File: config.mk
export PLATFORM = sky130hd
export DESIGN_NAME = ssc_top
export DESIGN_NICKNAME = d
export VERILOG_FILES = /design/src/ssc_pkg.sv /design/src/ssc_bc_if.sv /design/src/ssc_bc_unpack.sv /design/src/ssc_top.sv
export VERILOG_INCLUDE_DIRS = /design/src
export SDC_FILE = /design/constraint.sdc
export NUM_CORES = 1
export LEC_CHECK = 0
export BUFFER_PORTS_ARGS = -buffer_cell sky130_fd_sc_hd__buf_2
export CAP_MARGIN = 40
export CORE_AREA = 2 2 140 244
export DETAILED_ROUTE_END_ITERATION = 8
export DIE_AREA = 0 0 142 246
export PLACE_DENSITY = 0.61
export SLEW_MARGIN = 20
export SYNTH_ARGS = -nofsm -noshare
export SYNTH_HDL_FRONTEND = slang
export SYNTH_SLANG_ARGS = --single-unit
File: constraint.sdc
create_clock -name clk -period 2.9 [get_ports clk]
set_clock_uncertainty 0.05 [all_clocks]
set_input_delay 0.29 -clock clk [delete_from_list [all_inputs] [get_ports clk]]
set_output_delay 0.29 -clock clk [all_outputs]
set_load 0.01 [all_outputs]
File: src/ssc_cfg.svh
/*
  Register offsets, field positions, reset values and timing counts of the
  serializer sideband control block.
  Assumes a 50 MHz clock; included by its bare name.
*/
`ifndef SSC_CFG_SVH
`define SSC_CFG_SVH

// ------------------------------------------------------------------------
// register offsets
// ------------------------------------------------------------------------
`define SSC_ADR_LINK 8'h0c
`define SSC_ADR_PIN0 8'h0d
`define SSC_ADR_PIN12 8'h0e
`define SSC_ADR_PIN3 8'h0f
`define SSC_ADR_PSEL 8'h1e
`define SSC_ADR_BCST 8'h1f
`define SSC_ADR_ICTL 8'hc6
`define SSC_ADR_ISTS 8'hc7

// ------------------------------------------------------------------------
// field positions and codes
// ------------------------------------------------------------------------
`define SSC_PSEL_SAE 2
`define SSC_ICTL_GLB 0
`define SSC_ICTL_LNK 1
`define SSC_ICTL_REM 5
`define SSC_PIN_FWD 4'h3
`define SSC_PIN_BACK 4'h5
`define SSC_MODE_NORM 3'h0
`define SSC_MODE_F1 3'h1
`define SSC_MODE_F2 3'h2
`define SSC_MODE_F4 3'h3

// ------------------------------------------------------------------------
// reset values
// ------------------------------------------------------------------------
`define SSC_RST_PSEL 8'h01
`define SSC_RST_PIN 8'h00
`define SSC_RST_ICTL 8'h00

// ------------------------------------------------------------------------
// timing
// ------------------------------------------------------------------------
`define SSC_CLK_NS 20
`define SSC_BC_BIT_NS 200
`define SSC_BC_BIT_CYC (`SSC_BC_BIT_NS / `SSC_CLK_NS)
`define SSC_BC_GAP_BITS 4
`define SSC_BC_GAP_CYC (`SSC_BC_BIT_CYC * `SSC_BC_GAP_BITS)
`define SSC_PD_HOLD_MS 3

`endif

File: src/ssc_pkg.sv
/*
  Types shared by the sideband control modules.
  Assumes ssc_cfg.svh for all numeric constants.
*/
package ssc_pkg;
  typedef logic [7:0] ssc_byte_type;
  typedef logic [23:0] ssc_payload_type;
  typedef enum logic {SSC_IDLE, SSC_RUN} ssc_unp_state_type;
endpackage

File: src/ssc_bc_if.sv
/*
  Carrier between the top block and one back-channel pin unpacker.
  Assumes the top drives the frame fields and reads the pin levels.
*/
`timescale 1ns/100ps
interface ssc_bc_if;
  logic frame_valid;
  logic crc_ok;
  ssc_pkg::ssc_payload_type payload;
  logic [2:0] mode;
  logic [1:0] rate;
  logic [3:0] pins;
  modport src (output frame_valid, crc_ok, payload, mode, rate,
               input pins);
  modport unp (input frame_valid, crc_ok, payload, mode, rate,
               output pins);
endinterface

File: src/ssc_bc_unpack.sv
/*
  Back-channel pin unpacker: spreads the pin samples of one frame over the
  frame time, one sample every gap, in the three fast sampling modes; normal mode applies its single sample at once.
  Assumes one frame strobe per frame, synchronous to clk.
*/
`timescale 1ns/100ps
module ssc_bc_unpack (
  input wire logic clk,
  input wire logic resetn,
  input wire logic power_down_bar,
  ssc_bc_if.unp bc
);
  import ssc_pkg::*;
  `include "ssc_cfg.svh"

  // ----------------------------------------------------------------------
  // mode helpers
  // ----------------------------------------------------------------------
  function automatic logic [2:0] width_of(input logic [2:0] m);
    case (m)
      `SSC_MODE_F2: width_of = 3'h2;
      `SSC_MODE_F1: width_of = 3'h1;
      default: width_of = 3'h4;
    endcase
  endfunction

  function automatic logic [3:0] count_of(input logic [2:0] m);
    case (m)
      `SSC_MODE_F4: count_of = 4'h6;
      `SSC_MODE_F2: count_of = 4'ha;
      `SSC_MODE_F1: count_of = 4'hf;
      default: count_of = 4'h1;
    endcase
  endfunction

  // narrow modes only refresh the pins they carry
  function automatic logic [3:0] apply(input logic [2:0] m,
                                       input logic [3:0] p,
                                       input ssc_payload_type s);
    case (m)
      `SSC_MODE_F2: apply = {p[3:2], s[1:0]};
      `SSC_MODE_F1: apply = {p[3:1], s[0]};
      default: apply = s[3:0];
    endcase
  endfunction

  // ----------------------------------------------------------------------
  // sample sequencer
  // ----------------------------------------------------------------------
  ssc_unp_state_type state_ff, nxt_state;
  ssc_payload_type shift_ff, nxt_shift;
  logic [3:0] left_ff, nxt_left;
  logic [7:0] gap_ff, nxt_gap;
  logic [3:0] pins_ff, nxt_pins;
  logic [2:0] mode_ff, nxt_mode;
  logic [7:0] gap_cyc;
  logic mode_ok;

  // faster line rates shorten the sample gap
  assign gap_cyc = 8'(`SSC_BC_GAP_CYC) >> bc.rate;
  assign mode_ok = bc.mode <= `SSC_MODE_F4;
  assign bc.pins = pins_ff;

  // next-state: new frame restarts, otherwise step on gap expiry
  always_comb begin
    nxt_state = state_ff;
    nxt_shift = shift_ff;
    nxt_left = left_ff;
    nxt_gap = gap_ff;
    nxt_pins = pins_ff;
    nxt_mode = mode_ff;
    if (!power_down_bar) begin
      nxt_state = SSC_IDLE;
      nxt_pins = 4'h0;
    end else if (bc.frame_valid && bc.crc_ok && mode_ok) begin
      nxt_mode = bc.mode;
      nxt_pins = apply(bc.mode, pins_ff, bc.payload);
      nxt_shift = bc.payload >> width_of(bc.mode);
      nxt_left = count_of(bc.mode) - 4'h1;
      nxt_gap = gap_cyc;
      nxt_state = (nxt_left != 4'h0) ? SSC_RUN : SSC_IDLE;
    end else begin
      case (state_ff)
        SSC_RUN: begin
          if (gap_ff <= 8'h1) begin
            nxt_pins = apply(mode_ff, pins_ff, shift_ff);
            nxt_shift = shift_ff >> width_of(mode_ff);
            nxt_left = left_ff - 4'h1;
            nxt_gap = gap_cyc;
            if (left_ff == 4'h1) begin
              nxt_state = SSC_IDLE;
            end
          end else begin
            nxt_gap = gap_ff - 8'h1;
          end
        end
        default: nxt_state = SSC_IDLE;
      endcase
    end
  end

  always_ff @(posedge clk or negedge resetn) begin
    if (!resetn) begin
      state_ff <= SSC_IDLE;
      shift_ff <= '0;
      left_ff <= 4'h0;
      gap_ff <= 8'h0;
      pins_ff <= 4'h0;
      mode_ff <= 3'h0;
    end else begin
      state_ff <= nxt_state;
      shift_ff <= nxt_shift;
      left_ff <= nxt_left;
      gap_ff <= nxt_gap;
      pins_ff <= nxt_pins;
      mode_ff <= nxt_mode;
    end
  end
endmodule

File: src/ssc_top.sv
/*
  Sideband control of a two-lane serializer: port-steered register file,
  link fault status, interrupt and remote interrupt mirror, pin routing
  over forward and back channel.
  Assumes a decoded register port from the serial bus slave and frame
  fields already recovered from the serial link, all synchronous to clk.
*/
// Behaviour
// - back channel carries bus traffic, CRC and four pin bits at 5/10/20 Mbps
// - read with both targets set returns second port copy
// - duplicated write goes to every targeted port, both at once
// - common registers work whatever the target bits hold
// - second address enable reaches port two and ignores target bits
// - power down low returns every control register to default
// - any interconnect fault clears link detect bit 0 at 0x0C
// - active-low interrupt output for local and remote conditions
// - remote input falling with remote enabled drives interrupt low
// - reading interrupt status clears pending and releases output
// - mirror follows remote input level, high while unlinked
// - pin config registers steered to lane pins by 0x1E[1:0]
// - second-lane pins work only in two-lane mode
// - pin field 0x3 forward channel, 0x5 back channel
// - back-channel sampling: normal or three fast modes
`timescale 1ns/100ps
module ssc_top (
  input wire logic clk,
  input wire logic resetn,
  input wire logic power_down_bar,
  input wire logic reg_wr,
  input wire logic reg_rd,
  input wire logic reg_second_addr,
  input wire logic [7:0] reg_addr,
  input wire ssc_pkg::ssc_byte_type reg_wdata,
  output ssc_pkg::ssc_byte_type reg_rdata,
  output logic reg_rvalid,
  input wire logic two_lane,
  input wire logic [1:0] lane_link_ok,
  input wire logic [1:0] lane_fault,
  input wire logic [1:0] bc_frame_valid,
  input wire logic [1:0] bc_crc_ok,
  input wire ssc_pkg::ssc_payload_type bc_payload0,
  input wire ssc_pkg::ssc_payload_type bc_payload1,
  input wire logic [2:0] bc_mode,
  input wire logic [1:0] bc_rate,
  input wire logic remote_irq_in_n,
  output logic interrupt_out_n,
  output logic remote_irq_mirror_n,
  input wire logic [7:0] pin_in,
  output logic [7:0] pin_out,
  output logic [7:0] pin_oe,
  output logic [7:0] fwd_pins
);
  import ssc_pkg::*;
  `include "ssc_cfg.svh"

  // ----------------------------------------------------------------------
  // helpers
  // ----------------------------------------------------------------------
  // port mask of an access; with second address enable set, second address overrides the target bits
  function automatic logic [1:0] port_mask(input ssc_byte_type psel,
                                           input logic second);
    if (psel[`SSC_PSEL_SAE]) begin
      port_mask = second ? 2'b10 : 2'b01;
    end else begin
      port_mask = psel[1:0];
    end
  endfunction

  // pin field of one port, configs packed {0x0f,0x0e,0x0d}
  function automatic logic [3:0] pin_field(input logic [23:0] c,
                                           input logic [1:0] i);
    case (i)
      2'h0: pin_field = c[3:0];
      2'h1: pin_field = c[11:8];
      2'h2: pin_field = c[15:12];
      default: pin_field = c[19:16];
    endcase
  endfunction

  // ----------------------------------------------------------------------
  // back-channel unpackers, one per lane
  // ----------------------------------------------------------------------
  ssc_bc_if bc_if[2] ();
  logic [7:0] bc_pins;

  for (genvar g = 0; g < 2; g++) begin : g_lane
    assign bc_if[g].frame_valid = bc_frame_valid[g];
    assign bc_if[g].crc_ok = bc_crc_ok[g];
    assign bc_if[g].payload = (g == 0) ? bc_payload0 : bc_payload1;
    assign bc_if[g].mode = bc_mode;
    assign bc_if[g].rate = bc_rate;
    assign bc_pins[g*4 +: 4] = bc_if[g].pins;
    ssc_bc_unpack u_unp (
      .clk(clk),
      .resetn(resetn),
      .power_down_bar(power_down_bar),
      .bc(bc_if[g])
    );
  end

  // ----------------------------------------------------------------------
  // register file state
  // ----------------------------------------------------------------------
  ssc_byte_type psel_ff, nxt_psel;
  ssc_byte_type ictl_ff, nxt_ictl;
  logic [1:0] pend_ff, nxt_pend;
  logic [23:0] pcfg_ff [2];
  logic [23:0] nxt_pcfg [2];
  ssc_byte_type rdata_ff, nxt_rdata;
  logic rvalid_ff, nxt_rvalid;
  logic [1:0] wmask;
  logic rport;
  logic [1:0] link_det;
  logic link_up;
  logic rem_fall;
  logic link_drop;
  logic rin_d_ff;
  logic link_d_ff;
  logic [23:0] cfg_r;

  // a fault of any kind reads as no cable, without naming it
  assign link_det = lane_link_ok & ~lane_fault;
  assign link_up = link_det[0];
  assign wmask = port_mask(psel_ff, reg_second_addr);
  // both targets read port two, none reads port one
  assign rport = wmask[1];
  assign cfg_r = pcfg_ff[rport];
  // remote events count only on a fresh falling edge of a live link
  assign rem_fall = link_up & rin_d_ff & ~remote_irq_in_n;
  assign link_drop = link_d_ff & ~link_up;

  // register writes, pending flags and read data
  always_comb begin
    nxt_psel = psel_ff;
    nxt_ictl = ictl_ff;
    nxt_pcfg = pcfg_ff;
    nxt_pend = pend_ff;
    nxt_rdata = rdata_ff;
    nxt_rvalid = 1'b0;
    if (reg_wr) begin
      case (reg_addr)
        `SSC_ADR_PSEL: nxt_psel = reg_wdata;
        `SSC_ADR_ICTL: nxt_ictl = reg_wdata;
        `SSC_ADR_PIN0, `SSC_ADR_PIN12, `SSC_ADR_PIN3: begin
          for (int p = 0; p < 2; p++) begin
            if (wmask[p]) begin
              case (reg_addr)
                `SSC_ADR_PIN0: nxt_pcfg[p][7:0] = reg_wdata;
                `SSC_ADR_PIN12: nxt_pcfg[p][15:8] = reg_wdata;
                default: nxt_pcfg[p][23:16] = reg_wdata;
              endcase
            end
          end
        end
        default: ;
      endcase
    end
    if (reg_rd) begin
      nxt_rvalid = 1'b1;
      case (reg_addr)
        `SSC_ADR_LINK: nxt_rdata = {7'h0, link_det[rport]};
        `SSC_ADR_PIN0: nxt_rdata = cfg_r[7:0];
        `SSC_ADR_PIN12: nxt_rdata = cfg_r[15:8];
        `SSC_ADR_PIN3: nxt_rdata = cfg_r[23:16];
        `SSC_ADR_PSEL: nxt_rdata = psel_ff;
        `SSC_ADR_BCST: nxt_rdata = {2'h0, bc_rate, 1'b0, bc_mode};
        `SSC_ADR_ICTL: nxt_rdata = ictl_ff;
        `SSC_ADR_ISTS: nxt_rdata = {2'h0, pend_ff[1], 3'h0, pend_ff[0],
                                    |pend_ff};
        default: nxt_rdata = 8'h00;
      endcase
      if (reg_addr == `SSC_ADR_ISTS) begin
        nxt_pend = 2'b00;
      end
    end
    // an event in the clearing cycle survives the clear
    if (rem_fall && ictl_ff[`SSC_ICTL_REM]) begin
      nxt_pend[1] = 1'b1;
    end
    if (link_drop && ictl_ff[`SSC_ICTL_LNK]) begin
      nxt_pend[0] = 1'b1;
    end
    if (!power_down_bar) begin
      nxt_psel = `SSC_RST_PSEL;
      nxt_ictl = `SSC_RST_ICTL;
      nxt_pcfg[0] = {3{`SSC_RST_PIN}};
      nxt_pcfg[1] = {3{`SSC_RST_PIN}};
      nxt_pend = 2'b00;
      nxt_rvalid = 1'b0;
      nxt_rdata = 8'h00;
    end
  end

  always_ff @(posedge clk or negedge resetn) begin
    if (!resetn) begin
      psel_ff <= `SSC_RST_PSEL;
      ictl_ff <= `SSC_RST_ICTL;
      pcfg_ff[0] <= {3{`SSC_RST_PIN}};
      pcfg_ff[1] <= {3{`SSC_RST_PIN}};
      pend_ff <= 2'b00;
      rdata_ff <= 8'h00;
      rvalid_ff <= 1'b0;
    end else begin
      psel_ff <= nxt_psel;
      ictl_ff <= nxt_ictl;
      pcfg_ff <= nxt_pcfg;
      pend_ff <= nxt_pend;
      rdata_ff <= nxt_rdata;
      rvalid_ff <= nxt_rvalid;
    end
  end

  assign reg_rdata = rdata_ff;
  assign reg_rvalid = rvalid_ff;

  // ----------------------------------------------------------------------
  // interrupt and mirror outputs
  // ----------------------------------------------------------------------
  logic irq_n_ff, nxt_irq_n;
  logic mirror_ff, nxt_mirror;
  logic nxt_rin_d;
  logic nxt_link_d;

  // driven from next pending so a status read releases on the same edge
  always_comb begin
    nxt_irq_n = ~(ictl_ff[`SSC_ICTL_GLB] & |nxt_pend);
    nxt_mirror = link_up ? remote_irq_in_n : 1'b1;
    nxt_rin_d = remote_irq_in_n;
    nxt_link_d = link_up;
    if (!power_down_bar) begin
      nxt_irq_n = 1'b1;
      nxt_mirror = 1'b1;
    end
  end

  always_ff @(posedge clk or negedge resetn) begin
    if (!resetn) begin
      irq_n_ff <= 1'b1;
      mirror_ff <= 1'b1;
      rin_d_ff <= 1'b1;
      link_d_ff <= 1'b0;
    end else begin
      irq_n_ff <= nxt_irq_n;
      mirror_ff <= nxt_mirror;
      rin_d_ff <= nxt_rin_d;
      link_d_ff <= nxt_link_d;
    end
  end

  assign interrupt_out_n = irq_n_ff;
  assign remote_irq_mirror_n = mirror_ff;

  // ----------------------------------------------------------------------
  // pin routing
  // ----------------------------------------------------------------------
  logic [7:0] pout_ff, nxt_pout;
  logic [7:0] poe_ff, nxt_poe;
  logic [7:0] fwd_ff, nxt_fwd;

  // forward pins are sent on, back pins are driven from the unpacker;
  // the deserializer side must hold the opposite code for each pin
  always_comb begin
    nxt_pout = 8'h00;
    nxt_poe = 8'h00;
    nxt_fwd = 8'h00;
    for (int p = 0; p < 2; p++) begin
      for (int i = 0; i < 4; i++) begin
        if (p == 0 || two_lane) begin
          case (pin_field(pcfg_ff[p], 2'(i)))
            `SSC_PIN_FWD: nxt_fwd[p*4+i] = pin_in[p*4+i];
            `SSC_PIN_BACK: begin
              nxt_poe[p*4+i] = 1'b1;
              nxt_pout[p*4+i] = bc_pins[p*4+i];
            end
            default: ;
          endcase
        end
      end
    end
  end

  always_ff @(posedge clk or negedge resetn) begin
    if (!resetn) begin
      pout_ff <= 8'h00;
      poe_ff <= 8'h00;
      fwd_ff <= 8'h00;
    end else begin
      pout_ff <= nxt_pout;
      poe_ff <= nxt_poe;
      fwd_ff <= nxt_fwd;
    end
  end

  assign pin_out = pout_ff;
  assign pin_oe = poe_ff;
  assign fwd_pins = fwd_ff;

  logic dup_wr;
  assign dup_wr = reg_wr && power_down_bar &&
                  !psel_ff[`SSC_PSEL_SAE] && reg_addr == `SSC_ADR_PIN0;
endmodule

Word-level counts from Yosys, hierarchy flattened --
Index checks and enable logic that the tools add are counted.
Word-level totals: bits in registers 191, bits in latches 0, RAM bits 0, bits in read-only memories 0, output and inout port bits 35, logic and storage cells 287, memories 0
Operators by class: add/sub/neg operators 6, $mul 0, div/mod/pow operators 0, magnitude comparators 5, equality and inequality tests 55, shift operators 5, mux-type cells 136, bitwise logic cells 10, reductions and logical operators 36
Operators by type and width (count):
- 2-to-1 mux 24 bit | 11
- 2-to-1 mux 48 bit | 3
- 2-to-1 mux 8 bit | 17
- right shift 24 x 3 -> 24 bit | 4
- 2-to-1 mux 4 bit | 22
- case mux 8 bit (8 select lines) | 1
- 2-to-1 mux 1 bit | 57
- 2-to-1 mux 3 bit | 12
- equality test 4 x 2 -> 1 bit (second input constant) | 8
- equality test 4 x 3 -> 1 bit (second input constant) | 8
- equality test 8 x 4 -> 1 bit (second input constant) | 4
- case mux 4 bit (2 select lines) | 4
- AND reduction 4 bit | 8
- != test 2 x 1 -> 1 bit (second input constant) | 9
- case mux 3 bit (2 select lines) | 3
- equality test 8 x 5 -> 1 bit (second input constant) | 2
- equality test 8 bit (second input constant) | 2
- less-or-equal comparator 8 x 1 -> 1 bit (second input constant) | 2
- AND reduction 2 bit | 8
- subtractor 4 x 1 -> 4 bit (second input constant) | 4
- subtractor 8 x 1 -> 8 bit (second input constant) | 2
- equality test 3 x 2 -> 1 bit (second input constant) | 4
- != test 3 x 1 -> 1 bit (second input constant) | 4
- != test 3 x 2 -> 1 bit (second input constant) | 4
- 22 further kinds | 50

Longest topological paths before layout --
depth after elaboration 11, gate-level depth with buffers 9, gate-level depth less buffers 7

Cells and area by module --
Synthesis repeated with hierarchy kept, for this count alone.
Unflattened totals: cells, all modules 1124, area, all modules 11183.2 µm²
By module, submodules not included:
- ssc_top | times used 1, cells each 365, area each 4743.3 µm²
- ssc_bc_unpack (g_lane[0].u_unp) | times used 1, cells each 375, area each 3323.2 µm²
- ssc_bc_unpack (g_lane[1].u_unp) | times used 1, cells each 384, area each 3116.7 µm²

Worst setup path before layout --
Ideal clock, no wire load.
path type reg2reg, start point register g_lane[0].u_unp.gap_ff[0], end point register g_lane[0].u_unp.shift_ff[12], setup time 0.096 ns, arrival time 1.909 ns, required time 2.754 ns, slack 0.845 ns, cell stages (with the launch flop) 10, path buffers 2, clock period less this slack 2.055 ns, cells stage by stage dfrtp_1 inv_1 ha_1 or2_2 a31o_2 buf_2 nand2_1 clkbuf_1 nand2_1 o31ai_1
Between the ends: word-level cells in the longest chain between the ends 3
Ends and longest elaborated chain:
- start: declaration | line ssc_bc_unpack.sv:53 | logic [7:0] gap_ff, nxt_gap;
- start signal: assignment | line ssc_bc_unpack.sv:114 | gap_ff <= nxt_gap;
- less-or-equal comparator 8 x 1 -> 1 bit | line ssc_bc_unpack.sv:85 | if (gap_ff <= 8'h1) begin
- nonzero test 2 bit (no source line)
- AND reduction 3 bit (no source line)
- end signal: assignment | line ssc_bc_unpack.sv:112 | shift_ff <= nxt_shift;
- end: declaration | line ssc_bc_unpack.sv:51 | ssc_payload_type shift_ff, nxt_shift;
Every way passes these cells. A chain may end at the register's enable or synchronous reset.

Worst setup path after layout --
start point register g_lane[0].u_unp.gap_ff[2], end point register g_lane[0].u_unp.shift_ff[18]
Same word-level chain as after synthesis.

==> results by group <==
Worst setup path
  • CP Cell Sequence: nor4_2 > a31oi_2 > buf_4 > nor2_2 > o31ai_1 > o22a_1
  • Crit path largest cell delay: 0.62 ns
  • Req. time, crit path: roughly 3.2 ns
  • Crit path launch type: register
  • Critical Path Slowest Stage Cell: nor2_2
  • CP Max Fanout: 19
  • Worst Setup End Kind: register
  • CP Class: register to register
  • Crit path DAT: 2.70 ns

Finish
  • Nets@finish: about 1400
  • FILL cells: ~3300
  • Core Util, Final: 0.398
  • Antenna Cells: 0
  • Most common cell after layout, fill and taps aside: dfrtp_1
  • Share of post-route cells with drive strength above 1: 0.217
  • P&R area growth vs syn: 14.9%
  • Most frequent cells in the layout: dfrtp_1, nand2_1, buf_2, o21ai_0, a21oi_1

Placed design
  • RD Place Congestion: 0.874
  • Port bufs: between 100 and 150
  • Hpwl dp: ~26 mm

STA
  • Number of setup violations in the final report: 0
  • Maximum clock frequency: roughly 420 MHz
  • Hold Vio Cnt, Final: 0
  • RSZ-0062 raised after global routing: false
  • Fin crit share: 0.829
  • Final min period: around 2.4 ns
  • Final setup TNS: 0 ns
  • Final slew viol count: 0
  • Max-slew headroom: 0.455
  • Slew @ Worst Pin: slightly above 0.8 ns

Route
  • Initial DRC Count: 680
  • WL met1: approximately 13 mm
  • Metal2 WL: approximately 19 mm
  • Residual DRC count: 0
  • Routed met3 length: about 1.3 mm
  • Number of routed nets with antenna violations: 0
  • Via density: roughly 5.8
  • First-pass iteration count of the detailed router: 5
  • Final wirelength: 35.4 mm
  • Routed len/inst: between 20 and 25 um
  • Via Count: approximately 10000
  • Top sig layer: met4

Status
  • Status: completed

Clock tree
  • Total CTS buffers: 17
  • Reg clk slew, reported paths: roughly 0.080 ns
  • CTS tree: built
  • Post-CTS setup buffer count: 0
  • Clk buf depth: 2
  • Post_cts resized: 0
  • Worst skew pair latency: around 0.45 ns
  • Root Buffer: clkbuf_16
  • Clock H-tree levels: 4
  • Post-CTS Hold Buffers: 6
  • Clock net sink count: between 150 and 200

Die
  • # rows: 88
  • Core footprint: 32900 um2
  • Die W: approximately 140 um
  • Die height: between 200 and 250 um
  • Die Area: about 35000 um2
  • Initial Util: 0.347
  • # IOs: between 100 and 150

Pwr
  • Max IR drop VDD: 0.357 mV
  • Leak Pwr: around 0.0056 uW
  • Power per cell area: between 600 and 700 nW/um2

Yosys
  • Async set or reset register ratio after synthesis: 1.00
  • Cell variety after synth: just under 80
  • #FFs+latches synth: between 150 and 200
  • Synth area leader: dfrtp_1
  • Syn_area_per_cell: slightly above 9 um2
  • Post-synth EDFFs: 0
  • Mapped cell area: around 11000 um2
  • Syn nets: 1348
  • Top cells by area, synth: dfrtp_1, mux2_2, o21ai_0
  • Cells after synthesis: ~1200
  • Main synth FF type: dfrtp_1
  • Part of the Yosys area used for sequential elements: 0.419
  • Ys Warns: 0
  • Synth top area share: 0.410

GRT
  • Grt total ovfl: 0
  • Total GRT Usage: 0.205
  • Vias in the first global route: between 9000 and 10000
  • Largest net degree at the start of global routing: 72
  • Initial antenna violation count: 0
  • First-pass GRT wire length: ~56 mm

Worst hold path
  • Worst hold-check path type: input pin to register

Run
  • Maxcap violations: 0
==> routing by layer <==
metal,vias to the layer above,global-route usage
li1,4769,-
met1,4968,0.222
met2,288,0.381
met3,89,0.0307
met4,0,0.106
met5,-,0
==> cells in the mapped netlist, drive strengths merged (14+ instances only) <==
master  count
dfrtp     187
o21ai     136
nand2     134
a21oi      89
nor2       78
mux2       65
clkbuf     64
mux2i      40
buf        30
nor2b      30
a31oi      27
nor3       25
inv        22
o211ai     22
a22oi      21
and2       20
o22ai      18
nand2b     17
o22a       17
a211oi     16
nand3      16
a21boi     14
nor3b      14
==> worst max-delay path: cells and delay by family, from the launching register on <==
kind,cells,cell delay [ns]
buffers and inverters,1,0.19
AND/OR/NAND/NOR,2,1.09
AO/OA/AOI/OAI,3,0.51
flip-flops,1,0.44
==> registers in the layout (all words and copies together), names as in the netlist, 2 cells and up <==
| name | count |
|---|---|
| g_lane.u_unp.gap_ff | 16 |
| g_lane.u_unp.state_ff | 2 |
| g_lane.u_unp.mode_ff | 6 |
| g_lane.u_unp.left_ff | 8 |
| pend_ff | 2 |
| reg_rdata | 8 |
| psel_ff | 8 |
| pin_oe | 8 |
| pin_out | 8 |
| ictl_ff | 8 |
| g_lane.u_unp.bc.pins | 8 |
| fwd_pins | 8 |
| g_lane.u_unp.shift_ff | 48 |
| pcfg_ff | 48 |
==> worst paths after layout <==
check                           cells past startpoint                                  start  slack, ns                                        to
worst min-delay path                                3                              pin_in[2]       0.03                     fwd_pins[2]$_DFF_PN0_
min in group asynchronous                           2                                 resetn       0.34  g_lane[0].u_unp.shift_ff[11]$_DFFE_PN0P_
max in group asynchronous                           3                                 resetn       1.60     g_lane[1].u_unp.gap_ff[2]$_DFFE_PN0P_
worst max register to register                      6  g_lane[0].u_unp.gap_ff[2]$_DFFE_PN0P_       0.50  g_lane[0].u_unp.shift_ff[18]$_DFFE_PN0P_
worst min register to register                      1                 ictl_ff[0]$_DFFE_PN0P_       0.42                 interrupt_out_n$_DFF_PN1_
worst max-delay path                                6  g_lane[0].u_unp.gap_ff[2]$_DFFE_PN0P_       0.50  g_lane[0].u_unp.shift_ff[18]$_DFFE_PN0P_
==> power by group <==
| part | internal [uW] | switching [uW] |
|---|---|---|
| logic | 1060 | 1320 |
| registers | 3110 | 568 |
| clock network | 1220 | 1170 |
==> metrics by stage <==
stage                     area, um2  hold slack (ns)  worst slack [ns]  instances  total power (uW)
after floorplan               11400          -0.0556             0.845       1247              5310
after global placement        12500            0.284             0.603       1720              6010
after detailed placement      12500            0.286             0.532       1720              6080
after CTS                     13100           0.0111             0.515       1758              8490
after global routing          13100           0.0260             0.375       1758              8970
final                         13100           0.0284             0.495       1758              8440
==> layout make-up <==
class	count	area (um2)	area share
sequential	191	4780	0.365
clock inverter	13	150	0.0115
timing repair buffer	168	1000	0.0766
inverter	22	82.6	0.00630
clock buffer	19	433	0.0330
multi-input combinational	940	6150	0.469
tap	405	507	0.0386
==> cell families after synthesis <==
| family | Yosys count | synth area share |
|---|---|---|
| adder cells (fa/ha/maj) | 8 | 0.00877 |
| XOR/XNOR | 2 | 0.00154 |
| AO/OA/AOI/OAI | 432 | 0.243 |
| flip-flops | 191 | 0.419 |
| multiplexers | 110 | 0.110 |
| buffers and inverters | 116 | 0.0434 |
| AND/OR/NAND/NOR | 388 | 0.174 |
No activity file was read; power rests on OpenSTA's default activity.
